[src/common/uic_pkg.sv]
// Shared constants, encodings and helpers of the serial channel
package uic_pkg;
  // Register indices; byte address is four times the index
  localparam logic [15:0] IDX_STATUS = 16'h4120;
  localparam logic [15:0] IDX_TXD = 16'h4121;
  localparam logic [15:0] IDX_RXD = 16'h4122;
  localparam logic [15:0] IDX_MODE = 16'h4123;
  localparam logic [15:0] IDX_CTRL = 16'h4124;
  localparam logic [15:0] IDX_EXP = 16'h4125;
  localparam logic [15:0] IDX_BAUD = 16'h4126;
  localparam logic [15:0] IDX_FINE = 16'h4127;
  localparam logic [15:0] IDX_CLK = 16'h506d;
  // Status bits
  localparam int ST_TX_DONE = 7;
  localparam int ST_FRAME = 6;
  localparam int ST_PARITY = 5;
  localparam int ST_OVERRUN = 4;
  localparam int ST_SECOND = 3;
  localparam int ST_SHIFT = 2;
  localparam int ST_READY = 1;
  localparam int ST_VACANT = 0;
  // Frame format bits
  localparam int MODE_WIDE = 4;
  localparam int MODE_PARITY_ON = 3;
  localparam int MODE_ODD = 2;
  localparam int MODE_TWO_STOP = 1;
  // Control, expansion and clock register bits
  localparam int CTRL_TXDONE_IE = 7;
  localparam int CTRL_RXFAULT_IE = 6;
  localparam int CTRL_RXFULL_IE = 5;
  localparam int CTRL_TXVAC_IE = 4;
  localparam int CTRL_THRESH = 1;
  localparam int CTRL_ENABLE = 0;
  localparam int EXP_IR = 0;
  localparam int CLK_DIV_LO = 4;
  localparam int CLK_SRC_LO = 2;
  localparam int CLK_ON = 0;
  // Writable masks; reserved bits read zero
  localparam logic [7:0] MODE_MASK = 8'h1e;
  localparam logic [7:0] CTRL_MASK = 8'hf3;
  localparam logic [7:0] EXP_MASK = 8'h01;
  localparam logic [7:0] FINE_MASK = 8'h0f;
  localparam logic [7:0] CLK_MASK = 8'h3d;
  localparam logic [7:0] RST_ZERO = 8'h00;
  // Bit timing in sample ticks, and last data bit index per width
  localparam logic [3:0] TICK_LAST = 4'hf;
  localparam logic [3:0] TICK_MID = 4'h7;
  localparam logic [3:0] IR_PULSE = 4'h3;
  localparam logic [4:0] IR_HOLD = 5'h10;
  localparam logic [2:0] BITS_NARROW = 3'h6;
  localparam logic [2:0] BITS_WIDE = 3'h7;

  typedef enum logic [1:0] {
    UIC_SRC_INT = 2'h0,
    UIC_SRC_LOW = 2'h1,
    UIC_SRC_HIGH = 2'h2,
    UIC_SRC_EXT = 2'h3
  } uic_src_t;

  typedef enum {TX_IDLE, TX_START, TX_DATA, TX_PAR, TX_STOP} uic_tx_t;
  typedef enum {RX_IDLE, RX_START, RX_DATA, RX_PAR, RX_STOP} uic_rx_t;

  function automatic logic [31:0] addr_of(input logic [15:0] idx);
    addr_of = {14'h0000, idx, 2'b00};
  endfunction

  function automatic logic parity_of(input logic [7:0] data,
                                     input logic wide, input logic odd);
    parity_of = (^data[6:0]) ^ (wide & data[7]) ^ odd;
  endfunction
endpackage

[src/core/uic_baudgen.sv]
// Count clock selection, prescaler and fine-adjusted baud counter
module uic_baudgen (
  input wire logic pclk,
  input wire logic presetn,
  input wire logic [3:0] src_ticks,
  input wire logic [1:0] source_sel,
  input wire logic [1:0] prescale_sel,
  input wire logic [7:0] baud_divisor_value,
  input wire logic [3:0] baud_fine_count,
  input wire logic run,
  output logic sample_tick
);
  import uic_pkg::*;

  logic [2:0] pre_q, pre_d;
  logic [7:0] cnt_q, cnt_d;
  logic [3:0] uf_q, uf_d;
  logic stretch_q, stretch_d;
  logic tick_q, tick_d;
  logic src_tick, count_tick;
  logic [2:0] pre_mask;

  always_comb begin
    src_tick = src_ticks[source_sel];
    pre_mask = 3'h7 >> (2'h3 - prescale_sel);
    pre_d = pre_q;
    count_tick = 1'b0;
    cnt_d = cnt_q;
    uf_d = uf_q;
    stretch_d = stretch_q;
    tick_d = 1'b0;
    // prescale only on internal or fast sources
    if (source_sel == UIC_SRC_INT || source_sel == UIC_SRC_HIGH) begin
      if (src_tick) begin
        pre_d = 3'((pre_q & pre_mask) == pre_mask ? 3'h0 : pre_q + 3'h1);
        count_tick = (pre_q & pre_mask) == pre_mask;
      end
    end else begin
      count_tick = src_tick;
    end
    if (!run) begin
      pre_d = 3'h0;
      cnt_d = baud_divisor_value;
      uf_d = 4'h0;
      stretch_d = 1'b0;
    end else if (count_tick) begin
      if (cnt_q != 8'h00) begin
        cnt_d = 8'(cnt_q - 8'h01);
      end else if (uf_q < baud_fine_count && !stretch_q) begin
        stretch_d = 1'b1;
      end else begin
        tick_d = 1'b1;
        stretch_d = 1'b0;
        cnt_d = baud_divisor_value;
        uf_d = 4'(uf_q + 4'h1);
      end
    end
  end

  always_ff @(posedge pclk or negedge presetn) begin
    if (!presetn) begin
      pre_q <= 3'h0;
      cnt_q <= 8'h00;
      uf_q <= 4'h0;
      stretch_q <= 1'b0;
      tick_q <= 1'b0;
    end else begin
      pre_q <= pre_d;
      cnt_q <= cnt_d;
      uf_q <= uf_d;
      stretch_q <= stretch_d;
      tick_q <= tick_d;
    end
  end

  assign sample_tick = tick_q;
endmodule

[src/core/uic_core.sv]
// Serial channel with infrared option, APB register slave
// Notes on behaviour
// - Transmission-complete flag sets at end; software clears by writing one.
// - Second-byte flag shows a second received byte is waiting.
// - Transmit-buffer-vacant flag reads one after reset, low while byte waits.
// - Receive-ready flag high while any received byte is buffered.
// - Receive data register returns oldest byte first, then advances.
// - Seven-bit mode uses bits 6..0; eight-bit mode bits 7..0.
// - Transmission-complete request only while its enable is one.
// - Receive-error request only while its enable is one.
// - Receive-full request only while its enable is one.
// - Transmit-vacant request only while its enable is one.
// - Receive buffer counts full after one byte, or two when selected.
// - Fine value inserts that many delays per sixteen underflows.
// - Two-bit prescaler 1/1 to 1/8 for internal or fast source.
module uic_core (
  input wire logic pclk,
  input wire logic presetn,
  input wire logic psel,
  input wire logic penable,
  input wire logic pwrite,
  input wire logic [31:0] paddr,
  input wire logic [31:0] pwdata,
  output logic [31:0] prdata,
  output logic pready,
  output logic pslverr,
  input wire logic internal_oscillator,
  input wire logic low_speed_oscillator,
  input wire logic high_speed_oscillator,
  input wire logic ext_clock_in,
  input wire logic rxd_in,
  output logic txd_out,
  output logic irq_tx_done,
  output logic irq_rx_fault,
  output logic irq_rx_full,
  output logic irq_tx_vacant
);
  import uic_pkg::*;

  ////////////////////////////////////////////////////////////////////////
  // Pin synchronisers and edge ticks
  logic [4:0] sync1_q, sync2_q, prev_q;
  always_ff @(posedge pclk or negedge presetn) begin
    if (!presetn) begin
      sync1_q <= 5'h00;
      sync2_q <= 5'h00;
      prev_q <= 5'h00;
    end else begin
      sync1_q <= {ext_clock_in, high_speed_oscillator, low_speed_oscillator,
                  internal_oscillator, rxd_in};
      sync2_q <= sync1_q;
      prev_q <= sync2_q;
    end
  end
  logic rx_pin;
  logic [3:0] src_ticks;
  assign rx_pin = sync2_q[0];
  assign src_ticks = sync2_q[4:1] & ~prev_q[4:1];

  ////////////////////////////////////////////////////////////////////////
  // Register state
  logic [7:0] mode_q, mode_d, ctrl_q, ctrl_d, exp_q, exp_d;
  logic [7:0] baud_q, baud_d, fine_q, fine_d, clk_q, clk_d;
  logic [7:0] txbuf_q, txbuf_d;
  logic txfull_q, txfull_d, tx_done_q, tx_done_d;
  logic [2:0] err_q, err_d;
  logic [7:0] rx_mem_q [2];
  logic [7:0] rx_mem_d [2];
  logic [1:0] rx_cnt_q, rx_cnt_d;
  logic rx_head_q, rx_head_d;
  logic [31:0] prdata_q, prdata_d;
  logic slverr_q, slverr_d;

  logic setup, access, wr, mapped, pop, full, tail;
  logic [7:0] rd_val, status;
  logic enable, wide, par_on, odd, two_stop, infrared;
  // Events from the shifters
  logic tx_load, tx_end, rx_push, rx_ferr, rx_perr;
  logic [7:0] rx_byte;
  logic tx_busy, sample_tick;

  assign enable = ctrl_q[CTRL_ENABLE];
  assign wide = mode_q[MODE_WIDE];
  assign par_on = mode_q[MODE_PARITY_ON];
  assign odd = mode_q[MODE_ODD];
  assign two_stop = mode_q[MODE_TWO_STOP];
  assign infrared = exp_q[EXP_IR];
  assign setup = psel & ~penable;
  assign access = psel & penable;
  assign wr = access & pwrite;

  always_comb begin
    status = {tx_done_q, err_q, rx_cnt_q == 2'h2, tx_busy,
              rx_cnt_q != 2'h0, ~txfull_q};
    mapped = 1'b1;
    rd_val = RST_ZERO;
    unique case (paddr)
      addr_of(IDX_STATUS): rd_val = status;
      addr_of(IDX_TXD): rd_val = txbuf_q;
      addr_of(IDX_RXD): rd_val = rx_cnt_q != 2'h0 ? rx_mem_q[rx_head_q]
                                                  : RST_ZERO;
      addr_of(IDX_MODE): rd_val = mode_q;
      addr_of(IDX_CTRL): rd_val = ctrl_q;
      addr_of(IDX_EXP): rd_val = exp_q;
      addr_of(IDX_BAUD): rd_val = baud_q;
      addr_of(IDX_FINE): rd_val = fine_q;
      addr_of(IDX_CLK): rd_val = clk_q;
      default: mapped = 1'b0;
    endcase
  end

  always_comb begin
    mode_d = mode_q;
    ctrl_d = ctrl_q;
    exp_d = exp_q;
    baud_d = baud_q;
    fine_d = fine_q;
    clk_d = clk_q;
    txbuf_d = txbuf_q;
    txfull_d = txfull_q;
    tx_done_d = tx_done_q;
    err_d = err_q;
    rx_mem_d = rx_mem_q;
    rx_cnt_d = rx_cnt_q;
    rx_head_d = rx_head_q;
    prdata_d = prdata_q;
    slverr_d = slverr_q;
    pop = 1'b0;
    if (tx_load) txfull_d = 1'b0;
    if (setup) begin
      prdata_d = {24'h00_0000, rd_val};
      slverr_d = ~mapped;
    end
    if (wr && mapped) begin
      unique case (paddr)
        addr_of(IDX_STATUS): begin
          if (pwdata[ST_TX_DONE]) tx_done_d = 1'b0;
          err_d = err_q & pwdata[ST_FRAME:ST_OVERRUN];
        end
        addr_of(IDX_TXD): begin
          txbuf_d = wide ? pwdata[7:0] : {1'b0, pwdata[6:0]};
          txfull_d = 1'b1;
        end
        addr_of(IDX_MODE): mode_d = pwdata[7:0] & MODE_MASK;
        addr_of(IDX_CTRL): ctrl_d = pwdata[7:0] & CTRL_MASK;
        addr_of(IDX_EXP): exp_d = pwdata[7:0] & EXP_MASK;
        addr_of(IDX_BAUD): baud_d = pwdata[7:0];
        addr_of(IDX_FINE): fine_d = pwdata[7:0] & FINE_MASK;
        addr_of(IDX_CLK): clk_d = pwdata[7:0] & CLK_MASK;
        default: ;
      endcase
    end
    if (access && !pwrite && paddr == addr_of(IDX_RXD) &&
        rx_cnt_q != 2'h0) begin
      pop = 1'b1;
    end
    // completion sets when nothing is left to send
    if (tx_end && !txfull_q) tx_done_d = 1'b1;
    // two-entry buffer, push at tail and pop at head
    full = rx_cnt_q == 2'h2 && !pop;
    tail = rx_head_q ^ rx_cnt_q[0];
    if (pop) rx_head_d = ~rx_head_q;
    rx_cnt_d = 2'(rx_cnt_q - {1'b0, pop});
    if (rx_push) begin
      // record errors of the new character
      if (rx_ferr) err_d[2] = 1'b1;
      if (rx_perr) err_d[1] = 1'b1;
      if (full) begin
        err_d[0] = 1'b1;
      end else begin
        rx_mem_d[tail] = rx_byte;
        rx_cnt_d = 2'(rx_cnt_d + 2'h1);
      end
    end
    if (!enable) begin
      rx_cnt_d = 2'h0;
      rx_head_d = 1'b0;
    end
  end

  always_ff @(posedge pclk or negedge presetn) begin
    if (!presetn) begin
      mode_q <= RST_ZERO;
      ctrl_q <= RST_ZERO;
      exp_q <= RST_ZERO;
      baud_q <= RST_ZERO;
      fine_q <= RST_ZERO;
      clk_q <= RST_ZERO;
      txbuf_q <= RST_ZERO;
      txfull_q <= 1'b0;
      tx_done_q <= 1'b0;
      err_q <= 3'h0;
      rx_mem_q[0] <= RST_ZERO;
      rx_mem_q[1] <= RST_ZERO;
      rx_cnt_q <= 2'h0;
      rx_head_q <= 1'b0;
      prdata_q <= 32'h0000_0000;
      slverr_q <= 1'b0;
    end else begin
      mode_q <= mode_d;
      ctrl_q <= ctrl_d;
      exp_q <= exp_d;
      baud_q <= baud_d;
      fine_q <= fine_d;
      clk_q <= clk_d;
      txbuf_q <= txbuf_d;
      txfull_q <= txfull_d;
      tx_done_q <= tx_done_d;
      err_q <= err_d;
      rx_mem_q <= rx_mem_d;
      rx_cnt_q <= rx_cnt_d;
      rx_head_q <= rx_head_d;
      prdata_q <= prdata_d;
      slverr_q <= slverr_d;
    end
  end

  assign prdata = prdata_q;
  assign pready = access;
  assign pslverr = access & slverr_q;
  assign irq_tx_done = ctrl_q[CTRL_TXDONE_IE] & tx_done_q;
  assign irq_rx_fault = ctrl_q[CTRL_RXFAULT_IE] & (|err_q);
  // threshold of one or two bytes
  assign irq_rx_full = ctrl_q[CTRL_RXFULL_IE] &
                       (ctrl_q[CTRL_THRESH] ? rx_cnt_q == 2'h2
                                            : rx_cnt_q != 2'h0);
  assign irq_tx_vacant = ctrl_q[CTRL_TXVAC_IE] & ~txfull_q;

  ////////////////////////////////////////////////////////////////////////
  // Baud generator
  // count clock runs only when enabled
  uic_baudgen u_baud (
    .pclk(pclk),
    .presetn(presetn),
    .src_ticks(src_ticks),
    .source_sel(clk_q[CLK_SRC_LO +: 2]),
    .prescale_sel(clk_q[CLK_DIV_LO +: 2]),
    .baud_divisor_value(baud_q),
    .baud_fine_count(fine_q[3:0]),
    .run(clk_q[CLK_ON] & enable),
    .sample_tick(sample_tick)
  );

  ////////////////////////////////////////////////////////////////////////
  // Transmitter
  uic_tx_t tx_st_q, tx_st_d;
  logic [3:0] tx_tick_q, tx_tick_d;
  logic [2:0] tx_idx_q, tx_idx_d;
  logic [7:0] tx_sh_q, tx_sh_d;
  logic tx_par_q, tx_par_d, tx_stop2_q, tx_stop2_d, txd_q, txd_d, line;
  logic tx_bit_end;

  assign tx_busy = tx_st_q != TX_IDLE;

  always_comb begin
    tx_st_d = tx_st_q;
    tx_tick_d = tx_tick_q;
    tx_idx_d = tx_idx_q;
    tx_sh_d = tx_sh_q;
    tx_par_d = tx_par_q;
    tx_stop2_d = tx_stop2_q;
    tx_load = 1'b0;
    tx_end = 1'b0;
    tx_bit_end = sample_tick && tx_tick_q == TICK_LAST;
    if (sample_tick && tx_busy) tx_tick_d = 4'(tx_tick_q + 4'h1);
    // frame built from the format settings
    unique case (tx_st_q)
      TX_IDLE: begin
        if (txfull_q) begin
          tx_load = 1'b1;
          tx_sh_d = txbuf_q;
          tx_par_d = parity_of(txbuf_q, wide, odd);
          tx_tick_d = 4'h0;
          tx_idx_d = 3'h0;
          tx_stop2_d = 1'b0;
          tx_st_d = TX_START;
        end
      end
      TX_START: if (tx_bit_end) tx_st_d = TX_DATA;
      TX_DATA: begin
        if (tx_bit_end) begin
          tx_sh_d = {1'b0, tx_sh_q[7:1]};
          tx_idx_d = 3'(tx_idx_q + 3'h1);
          if (tx_idx_q == (wide ? BITS_WIDE : BITS_NARROW)) begin
            tx_st_d = par_on ? TX_PAR : TX_STOP;
          end
        end
      end
      TX_PAR: if (tx_bit_end) tx_st_d = TX_STOP;
      TX_STOP: begin
        if (tx_bit_end) begin
          if (two_stop && !tx_stop2_q) begin
            tx_stop2_d = 1'b1;
          end else begin
            tx_end = 1'b1;
            tx_st_d = TX_IDLE;
          end
        end
      end
    endcase
    // disabled channel holds the shifter idle
    if (!enable) begin
      tx_st_d = TX_IDLE;
      tx_load = 1'b0;
      tx_end = 1'b0;
    end
    unique case (tx_st_d)
      TX_START: line = 1'b0;
      TX_DATA: line = tx_sh_d[0];
      TX_PAR: line = tx_par_d;
      default: line = 1'b1;
    endcase
    // infrared sends a short pulse for each zero
    txd_d = infrared ? (!line && tx_tick_d < IR_PULSE) : line;
  end

  always_ff @(posedge pclk or negedge presetn) begin
    if (!presetn) begin
      tx_st_q <= TX_IDLE;
      tx_tick_q <= 4'h0;
      tx_idx_q <= 3'h0;
      tx_sh_q <= 8'h00;
      tx_par_q <= 1'b0;
      tx_stop2_q <= 1'b0;
      txd_q <= 1'b1;
    end else begin
      tx_st_q <= tx_st_d;
      tx_tick_q <= tx_tick_d;
      tx_idx_q <= tx_idx_d;
      tx_sh_q <= tx_sh_d;
      tx_par_q <= tx_par_d;
      tx_stop2_q <= tx_stop2_d;
      txd_q <= txd_d;
    end
  end
  assign txd_out = txd_q;

  ////////////////////////////////////////////////////////////////////////
  // Receiver
  uic_rx_t rx_st_q, rx_st_d;
  logic [3:0] rx_tick_q, rx_tick_d;
  logic [2:0] rx_idx_q, rx_idx_d;
  logic [7:0] rx_sh_q, rx_sh_d;
  logic [4:0] ir_q, ir_d;
  logic rx_par_q, rx_par_d, rx_line, mid, last;

  always_comb begin
    rx_st_d = rx_st_q;
    rx_tick_d = rx_tick_q;
    rx_idx_d = rx_idx_q;
    rx_sh_d = rx_sh_q;
    rx_par_d = rx_par_q;
    ir_d = ir_q;
    rx_push = 1'b0;
    // seven-bit characters land in bits 6..0
    rx_byte = wide ? rx_sh_q : {1'b0, rx_sh_q[7:1]};
    rx_ferr = 1'b0;
    rx_perr = 1'b0;
    // infrared pulse stretched to a low bit
    if (rx_pin) ir_d = IR_HOLD;
    else if (sample_tick && ir_q != 5'h00) ir_d = 5'(ir_q - 5'h01);
    rx_line = infrared ? ir_q == 5'h00 : rx_pin;
    mid = sample_tick && rx_tick_q == TICK_MID;
    last = sample_tick && rx_tick_q == TICK_LAST;
    if (sample_tick) rx_tick_d = 4'(rx_tick_q + 4'h1);
    unique case (rx_st_q)
      RX_IDLE: begin
        rx_tick_d = 4'h0;
        rx_idx_d = 3'h0;
        if (sample_tick && !rx_line) rx_st_d = RX_START;
      end
      RX_START: begin
        if (mid && rx_line) rx_st_d = RX_IDLE;
        else if (last) rx_st_d = RX_DATA;
      end
      RX_DATA: begin
        if (mid) rx_sh_d = {rx_line, rx_sh_q[7:1]};
        if (last) begin
          rx_idx_d = 3'(rx_idx_q + 3'h1);
          if (rx_idx_q == (wide ? BITS_WIDE : BITS_NARROW)) begin
            rx_st_d = par_on ? RX_PAR : RX_STOP;
          end
        end
      end
      RX_PAR: begin
        if (mid) rx_par_d = rx_line;
        if (last) rx_st_d = RX_STOP;
      end
      RX_STOP: begin
        if (mid) begin
          // stop and parity checks on each character
          rx_push = 1'b1;
          rx_ferr = !rx_line;
          rx_perr = par_on && rx_par_q != parity_of(rx_byte, wide, odd);
          rx_st_d = RX_IDLE;
        end
      end
    endcase
    if (!enable) begin
      rx_st_d = RX_IDLE;
      rx_push = 1'b0;
    end
  end

  always_ff @(posedge pclk or negedge presetn) begin
    if (!presetn) begin
      rx_st_q <= RX_IDLE;
      rx_tick_q <= 4'h0;
      rx_idx_q <= 3'h0;
      rx_sh_q <= 8'h00;
      rx_par_q <= 1'b0;
      ir_q <= 5'h00;
    end else begin
      rx_st_q <= rx_st_d;
      rx_tick_q <= rx_tick_d;
      rx_idx_q <= rx_idx_d;
      rx_sh_q <= rx_sh_d;
      rx_par_q <= rx_par_d;
      ir_q <= ir_d;
    end
  end
endmodule

[config.mk]
export PLATFORM = sky130hd
export DESIGN_NAME = uic_core
export DESIGN_NICKNAME = d
export VERILOG_FILES = /design/src/common/uic_pkg.sv /design/src/core/uic_baudgen.sv /design/src/core/uic_core.sv
export SDC_FILE = /design/constraint.sdc
export NUM_CORES = 1
export LEC_CHECK = 0
export ABC_CLOCK_PERIOD_IN_PS = 7230
export BUFFER_PORTS_ARGS = -buffer_cell sky130_fd_sc_hd__clkbuf_2
export CAP_MARGIN = 0
export CORE_AREA = 10 10 151 153
export DETAILED_ROUTE_END_ITERATION = 7
export DIE_AREA = 0 0 161 163
export PLACE_DENSITY = 0.61
export SLEW_MARGIN = 20
export SYNTH_ARGS = -nofsm -noshare
export SYNTH_HDL_FRONTEND = slang
export SYNTH_SLANG_ARGS = --single-unit
[constraint.sdc]
create_clock -name pclk -period 7.23 [get_ports pclk]
set_clock_uncertainty 0.2 [all_clocks]
set_input_delay 1.8075 -clock pclk [delete_from_list [all_inputs] [get_ports pclk]]
set_output_delay 1.8075 -clock pclk [all_outputs]
set_load 0.02 [all_outputs]
# Word-level counts from Yosys, hierarchy flattened

Index checks and enable logic that the tools add are counted.

Order comparisons: 6
Add/sub/neg operators: 11
Bitwise logic cells: 27
Shift operators: 1
Equal/unequal tests: 47
Multiplexer cells: 113
Reduce and logical (&&, ||, !) cells: 65

Operator list:

| kind                                            | number |
|---|---|
| two-way mux 32 bit                              | 16 |
| one-hot mux 32 bit (5 select lines)             | 2 |
| == test 32 x 17 -> 1 bit, second input constant | 9 |
| == test 32 x 2 -> 1 bit, second input constant  | 6 |
| two-way mux 8 bit                               | 13 |
| == test 32 x 1 -> 1 bit, second input constant  | 3 |
| one-hot mux 8 bit (9 select lines)              | 1 |
| == test 32 x 3 -> 1 bit, second input constant  | 2 |
| logical NOT 32 bit                              | 2 |
| two-way mux 1 bit                               | 48 |
| two-way mux 4 bit                               | 9 |
| two-way mux 3 bit                               | 11 |
| nonzero test 32 bit                             | 1 |
| AND reduction 2 bit                             | 14 |
| inequality test 2 bit, second input constant    | 10 |
| logical AND 1 bit                               | 18 |
| inequality test 3 bit, second input constant    | 6 |
| nonzero test 2 bit                              | 9 |
| bitwise mux 16 bit                              | 1 |
| one-hot mux 8 bit (2 select lines)              | 1 |
| XOR reduction 7 bit                             | 2 |
| adder 4 x 1 -> 4 bit, second input constant     | 3 |
| one-hot mux 3 bit (2 select lines)              | 2 |
| bitwise AND 1 bit                               | 11 |
| 42 further kinds                                | 70 |

Input port bits: 74
Word-level logic and storage cells: 308
Register bits after elaboration: 204
Output and inout port bits: 39

# Depth between registers and ports, before layout

Gate-level depths: netlist of the first run.

Word-level depth: 11
Gate-level depth with buffers: 9
Gate-level depth less buffers: 9

# By module

Synthesis of the first run repeated with hierarchy kept, for this count alone.

Cell total of the unflattened synthesis: 836
Area total of the unflattened synthesis: 8802.2 sq um

By module, submodules not included:

| module      | sequential area each (sq um) | cells each | area each (sq um) | times used |
|---|---|---|---|---|
| uic_core    | 3930.0                       | 686        | 7518.5            | 1 |
| uic_baudgen | 425.4                        | 150        | 1283.7            | 1 |

# Worst setup path before layout of the first run

Ideal clock, no wire load.

Path type: input-to-reg
Start point: input paddr[5]
End point: register rx_mem_q[1] in the netlist's numbering
Data arrival time: 4.086 ns
Path slack: 2.817 ns
Required time: 6.902 ns
Stages on the path: 7
Library setup time: 0.128 ns
Path buffers: 1
Cell sequence: or4b_1 > nor4_2 > or4b_1 > a21o_1 > nor2b_1 > buf_4 > mux2_1

Cells in the longest elaborated chain, start to end: 8

Ends and longest elaborated chain:

| element                              | RTL line        | source |
|---|---|---|
| start, declared                      | uic_core.sv:22  | `input wire logic [31:0] paddr,` |
| == test 32 x 17 -> 1 bit             | uic_core.sv:153 | `if (access && !pwrite && paddr == addr_of(IDX_RXD) &&` |
| logical AND 1 bit (2 in a row)       | uic_core.sv:153 |  |
| two-way mux 1 bit                    | uic_core.sv:153 |  |
| logical NOT 1 bit                    | uic_core.sv:160 | `full = rx_cnt_q == 2'h2 && !pop;` |
| logical AND 1 bit                    | uic_core.sv:160 |  |
| NOT 1 bit (no source line)           | -               |  |
| AND reduction 2 bit (no source line) | -               |  |
| end signal, assigned                 | uic_core.sv:210 | `rx_mem_q <= rx_mem_d;` |
| end, declared                        | uic_core.sv:67  | `logic [7:0] rx_mem_q [2];` |

No other way between the ends.
A chain may end at the register's enable or synchronous reset.

# Worst setup path in the final report of the first run

Start point: input paddr[1]
End point: register prdata_q[4], in the netlist prdata[4]

Cells in the longest elaborated chain, start to end: 2
Elaborated cells between the ends (all ways): 10
Classes of those cells: eq/ne: 9; mux: 1

Ends and longest elaborated chain:

| element                              | RTL line        | source |
|---|---|---|
| == test 32 x 17 -> 1 bit             | uic_core.sv:97  | `unique case (paddr)` |
| one-hot mux 8 bit (9 select lines) * | uic_core.sv:97  |  |
| end signal, assigned                 | uic_core.sv:213 | `prdata_q <= prdata_d;` |
| end, declared                        | uic_core.sv:71  | `logic [31:0] prdata_q, prdata_d;` |

Every way passes the cells marked *; elsewhere a longest branch is shown, timed or not.

==> results of run 1 <==
[logic make-up (layout without fill, tap and decap cells)]
kind of cell | count (synthesis) | count (layout) | share of synthesized area
buffers and inverters | 88 | 133 | 0.0487
flip-flops | 174 | 174 | 0.500
AND/OR/NAND/NOR | 276 | 276 | 0.172
AO/OA/AOI/OAI | 143 | 143 | 0.113
XOR/XNOR | 34 | 34 | 0.0357
multiplexers | 86 | 86 | 0.110
other | 1 | 25 | 0.000430
adder cells (fa/ha/maj) | 14 | 14 | 0.0201
[registers in the layout, indices dropped and copies added (netlist names), 6 cells and up]
| register | flops |
|---|---|
| tx_st_q | 32 |
| rx_mem_q | 16 |
| baud_q | 8 |
| prdata | 8 |
| rx_sh_q | 8 |
| tx_sh_q | 8 |
| txbuf_q | 8 |
| u_baud.cnt_q | 8 |
| ctrl_q | 6 |
[metrics by stage]
stage / utilization / power [mW] / cell area, um^2 / worst slack, ns
floorplan: - / 1.03 / 8800 / 2.82
global placement: 0.462 / 1.06 / 9200 / 2.04
detailed placement: 0.462 / 1.06 / 9200 / 2.04
CTS: 0.491 / 1.96 / 9770 / 2.46
global route: 0.491 / 2.01 / 9770 / 2.21
finish: 0.491 / 1.94 / 9770 / 2.40
[layer usage]
layer,global-route usage,part of all wire,wire length (um),vias to the layer above
met5,0,0,0,-
met4,0.0587,0.021,425,0
li1,-,-,-,3016
met3,0.0392,0.065,1360,28
met2,0.235,0.43,8940,174
met1,0.226,0.48,9990,3060
[cell type report]
class | count | area share
Multi-Input combinational cell | 577 | 0.412
Clock inverter | 15 | 0.0143
Sequential cell | 174 | 0.446
Tap cell | 270 | 0.0346
Timing Repair Buffer | 70 | 0.0380
Clock buffer | 17 | 0.0435
Inverter | 31 | 0.0119
Antenna cell | 1 | 0.000256
[report_power, final]
part | leakage, nW | switching [mW] | internal (mW) | total [mW]
Sequential | 2.36 | 0.00167 | 0.977 | 0.978
Combinational | 1.87 | 0.0505 | 0.0155 | 0.0660
Clock | 0.278 | 0.432 | 0.459 | 0.891
[Yosys cell counts (3+ instances only)]
cell	count	area, um^2
nand4_1	9	56.3
a221oi_1	5	43.8
o2bb2ai_1	6	52.6
mux2_1	8	90.1
nor4b_1	7	61.3
nor2b_1	8	50.1
nor3b_1	5	37.5
a22o_1	4	35.0
a22oi_1	8	60.1
or3_1	9	56.3
o41ai_1	3	26.3
or4b_1	3	30.0
a222oi_1	9	90.1
a21o_1	4	30.0
a21oi_1	19	95.1
xor2_1	12	105
inv_1	31	116
a211o_1	3	26.3
nor3_1	22	110
and3_1	6	37.5
nor4_1	15	93.8
nand2_1	67	251
o31ai_1	5	37.5
ha_1	14	175
clkbuf_1	31	116
o21ai_0	44	220
nor2_1	50	188
nand2b_1	7	43.8
nand3_1	16	80.1
mux2i_1	16	160
xnor2_1	21	184
and2_1	33	206
mux2_2	61	687
dfrtp_1	173	4330
o21ai_1	4	20.0
a2111oi_0	3	26.3
buf_4	25	188
[placed cells by master, fill, tap and decap left out, types with 5 or more instances in the layout]
| cell type | instances |
|---|---|
| a21oi_1 | 19 |
| a221oi_1 | 5 |
| a222oi_1 | 9 |
| a22oi_1 | 8 |
| and2_1 | 33 |
| and3_1 | 6 |
| buf_4 | 6 |
| clkbuf_16 | 17 |
| clkbuf_2 | 63 |
| conb_1 | 24 |
| dfrtp_1 | 173 |
| ha_1 | 14 |
| inv_1 | 31 |
| inv_6 | 8 |
| mux2_1 | 8 |
| mux2_2 | 61 |
| mux2i_1 | 16 |
| nand2_1 | 67 |
| nand2b_1 | 7 |
| nand3_1 | 16 |
| nand4_1 | 9 |
| nor2_1 | 50 |
| nor2b_1 | 8 |
| nor3_1 | 22 |
| nor3b_1 | 5 |
| nor4_1 | 15 |
| nor4b_1 | 7 |
| o21ai_0 | 44 |
| o2bb2ai_1 | 6 |
| o31ai_1 | 5 |
| or3_1 | 9 |
| xnor2_1 | 21 |
| xor2_1 | 12 |
[path summary, 6_finish.rpt]
check / from / to / slack, ns / cells after the start
setup / recovery: paddr[1] / prdata[4] / 2.40 / 8
hold / removal: sync1_q[0] / sync2_q[0] / 0.15 / 0
setup reg to reg: tx_st_q[16] / tx_sh_q[5] / 4.03 / 6
hold reg to reg: sync1_q[0] / sync2_q[0] / 0.15 / 0
max in group asynchronous: presetn / tx_sh_q[5] / 4.35 / 2
min in group asynchronous: presetn / u_baud.uf_q[0] / 1.13 / 1
[worst max-delay path: cells and delay by family]
family	cells	cell delay (ns)
buffers and inverters	1	0.14
AND/OR/NAND/NOR	4	2.39
AO/OA/AOI/OAI	3	0.64
==> impl_metrics.ini, run 1 <==
[outcome]
status = completed

[sta]
finalSetupViolations = 0
whs_ns = 0.150
finalMaxSlewViolations = 0
final_hold_viol_count = 0
max_freq_ghz = 0.207
fin_crit_sh = 0.667
relSlewSlack = 0.233
rsz0062_at_grt = false
setup_tns_ns = 0
min_period_ns = 4.83
tightest_slew_ns = 1.14

[floorplanning]
core_um2 = 19900
dieWidth_um = 161
die_area_um2 = 26200
initial_core_util = 0.438
die_y_um = 163
pin_count = 113
num_rows = 52

[worst_setup_path]
crit_top_cell = a21oi_1
cp_slowest_cell = nor4b_2
end_kind = register
crit_path_max_fanout = 10
cp-start-kind = input port
worstPathRequired_ns = 7.40
critical-path-max-stage-delay_ns = 0.94
path_cells = clkbuf_2 > nor4b_2 > nand3_1 > nor3_1 > a21oi_1 > or2_0 > a21oi_1 > a21o_1
cp.arrival_ns = 5.00
path_class = in -> reg

[drt]
drc = 0
first_iter_violations = 612
num_vias = 6278
ant_nets = 0
firstDrtPassIters = 5
drt-total-wl_mm = 20.7
routedWlPerCell_um = 17.9
viasPerCell = 5.44

[clock_tree]
clk_pin_slew_ns = 0.07
clock_latency_ns = 0.43
root_buffer = clkbuf_16
cts_post_setup_buffers_inserted = 0
postCtsHoldBufs = 0
htree_num_levels = 4
cts_buffer_depth = 2
clock-sinks = 174
cts_buffers = 17
cts_tree = built
cts_resized = 0

[grt]
grt_util_all_layers = 0.160
grt_pass1_vias = 6335
antenna_found_initial = 1
grt_overflow = 0
grt_max_degree = 77
grt_pass1_wl_mm = 33.9

[yosys]
synth-main-ff-cell = dfrtp_1
synthesis.instances = 816
netlist_area_um2 = 8720
async_reset_ff_frac = 1.00
yosys_register_bits = 174
synth_edf_count = 0
ys_types = 74
yosysSeqAreaShare = 0.500
yosysWarnings = 0
syn_area_per_cell_um2 = 10.7

[placed_design]
placed_cells = 1122
numPortBuffers = 64
place.gp.congestion = 0.897
dp_hpwl_mm = 15.1

[worst_hold_path]
hold_class = reg -> reg

[flow_run]
drv_cap = 0

[layout]
area.growth.synth_to_final_pct = 12.1
layout.nets = 959
seqCellArea_um2 = 4360
layout-drive-gt1-share = 0.197
stdcell_count = 1155
multi_input_area_um2 = 4020
n_fill_cell = 1857

[power_and_ir_drop]
power_leakage_nw = 4.51
ir_worst_vdd_v = 0.000166
power_density_nw_per_um2 = 198
(Power assumes the default switching activity.)
==> run 2: changes to the inputs <==
--- a/config.mk
+++ b/config.mk
@@ -5,13 +5,14 @@
 export SDC_FILE = /design/constraint.sdc
 export NUM_CORES = 1
 export LEC_CHECK = 0
-export ABC_CLOCK_PERIOD_IN_PS = 7230
+export ABC_AREA = 1
+export ABC_CLOCK_PERIOD_IN_PS = 4200
 export BUFFER_PORTS_ARGS = -buffer_cell sky130_fd_sc_hd__clkbuf_2
 export CAP_MARGIN = 0
-export CORE_AREA = 10 10 151 153
+export CORE_AREA = 10 10 156 158
 export DETAILED_ROUTE_END_ITERATION = 7
-export DIE_AREA = 0 0 161 163
-export PLACE_DENSITY = 0.61
+export DIE_AREA = 0 0 166 168
+export PLACE_DENSITY = 0.63
 export SLEW_MARGIN = 20
 export SYNTH_ARGS = -nofsm -noshare
 export SYNTH_HDL_FRONTEND = slang
==> constraint.sdc (replaced) <==
create_clock -name pclk -period 4.2 [get_ports pclk]
set_clock_uncertainty 0.2 [all_clocks]
set_input_delay 1.05 -clock pclk [delete_from_list [all_inputs] [get_ports pclk]]
set_output_delay 1.05 -clock pclk [all_outputs]
set_load 0.02 [all_outputs]
==> impl_metrics.ini, run 2 <==
[sta]
max_freq_ghz = 0.316
rsz0062_at_grt = false
relSlewSlack = 0.440
tightest_slew_ns = 0.837
fin_crit_sh = 0.754
min_period_ns = 3.17
finalMaxSlewViolations = 0
setup_tns_ns = 0
finalSetupViolations = 0
final_hold_viol_count = 0
whs_ns = 0.150

[flow_run]
drv_cap = 0

[grt]
use_met1 = 0.224
grtUsageMet3 = 0.0403
grt_pass1_vias = 7800
busiest_layer = met2
grt_pass1_wl_mm = 38.8
grt_util_all_layers = 0.166
antenna_found_initial = 0
grt_overflow = 0
grt.met2_usage = 0.258
grt_max_degree = 73

[worst_hold_path]
hold_class = reg -> reg
hp-start = sync1_q[1]

[yosys]
yosysWarnings = 0
synth_top_area_frac = 0.459
yosysSeqAreaShare = 0.462
ys_types = 55
synth.area.top_cells = dfrtp_1 (46%), nand2_1 (12%), inv_1 (6.5%), nor2_1 (5.3%), o21ai_0 (3.1%)
async_reset_ff_frac = 1.00
post-synth-top-count-cell = nand2_1
syn_area_per_cell_um2 = 7.83
synth-main-ff-cell = dfrtp_1
synthesis.instances = 1205
synth_common_cells = nand2_1 (293), dfrtp_1 (173), inv_1 (163)
yosys_register_bits = 174
synth_edf_count = 0
synth_top_area_cell = dfrtp_1
netlist_area_um2 = 9430

[drt]
drc = 0
routedWlPerCell_um = 14.6
ant_nets = 0
first_iter_violations = 527
viasPerCell = 5.03
drt-total-wl_mm = 22.9
firstDrtPassIters = 5
num_vias = 7880

[worst_setup_path]
cp-start-kind = register
end_kind = output port
crit_path_max_fanout = 10
worstPathRequired_ns = 2.95
path_class = reg -> out
worstSetupStartpoint = rx_cnt_q[0]
cp.arrival_ns = 1.92
r2r_start = tx_st_q[16]

[layout]
regMostFlops = tx_st_q
layout.nets = 1361
diodes = 0
largest_reg_flops = 32
layout-drive-gt1-share = 0.129
area.growth.synth_to_final_pct = 11.5
final_common_cell = nand2_1
reg.largest.list = tx_st_q: 32 flops, rx_mem_q: 16 flops
stdcell_count = 1566
most-common-layout-cells = nand2_1 (293), dfrtp_1 (173), inv_1 (163)
n_fill_cell = 2100

[clock_tree]
cts_buffers = 17
cts_resized = 0
cts_buffer_depth = 2
cts_tree = built
postCtsHoldBufs = 0
clock-sinks = 174
clock_latency_ns = 0.43
htree_num_levels = 4
root_buffer = clkbuf_16
clk_pin_slew_ns = 0.07
cts_post_setup_buffers_inserted = 0

[power_and_ir_drop]
ir_worst_vdd_v = 0.000279
power_density_nw_per_um2 = 317
power_leakage_nw = 5.04

[placed_design]
placed_cells = 1534
dp_hpwl_mm = 17.4
numPortBuffers = 64
place.gp.congestion = 0.891

[floorplanning]
die_area_um2 = 27900
dieWidth_um = 166
initial_core_util = 0.440
die_y_um = 168
core_um2 = 21400
pin_count = 113
num_rows = 54

[outcome]
status = completed
## run 2: layout make-up
class                           instances  area, um^2  area share
Clock buffer                           19         433      0.0412
Clock inverter                         13         120      0.0114
Inverter                              178         671      0.0637
Timing Repair Buffer                   72         399      0.0379
Multi-Input combinational cell        830        4190       0.398
Tap cell                              280         350      0.0333
Sequential cell                       174        4360       0.414
## run 2: worst paths after layout
check                                  end  slack [ns]  cells past startpoint
setup reg to reg                   txd_out        1.36                     17
setup / recovery               irq_rx_full        1.03                      3
hold reg to reg                 sync2_q[1]        0.15                      0
hold / removal                  sync2_q[1]        0.15                      0
max in group asynchronous  u_baud.pre_q[2]        2.59                      2
min in group asynchronous      rx_mem_q[9]        0.37                      1
## run 2: critical path, stage by stage, from the launching register on
cell and delay (ns):
dfrtp_1 0.43, nor2_1 0.67, a211oi_1 0.16, clkbuf_2 0.21
## run 2: metal layers
| layer | vias up | wire length, um |
|---|---|---|
| met5 | - | 0 |
| met4 | 0 | 476 |
| met3 | 32 | 1320 |
| met2 | 192 | 10200 |
| met1 | 3666 | 10900 |
| li1 | 3990 | - |
## run 2: through the flow
step                instance area [um^2]  power (mW)  setup WS (ns)   util
detailed placement                  9970        1.86          0.882  0.465
global route                       10500        3.46          0.903  0.491
CTS                                10500        3.37           1.01  0.491
global placement                    9970        1.86          0.886  0.465
floorplan                           9520        1.80           1.33      -
finish                             10500        3.34           1.03  0.491
## run 2: kinds of logic (layout without fill, tap and decap cells)
family,Yosys count,after routing,share of synthesized area
muxes,1,1,0.00119
xor gates and xnor gates,17,17,0.0158
AOI/OAI and AO/OA,208,208,0.134
buffers and inverters,224,282,0.103
and+or+nand+nor,566,566,0.265
DFF,174,174,0.462
adders and majority gates,14,14,0.0186
other,1,24,0.000398
## run 2: power by group
group          internal, mW  total (mW)  leakage [nW]  switching [mW]
registers              1.68        1.69          2.36         0.00317
logic                0.0334       0.138          2.41           0.104
clock network         0.783        1.51         0.270           0.729
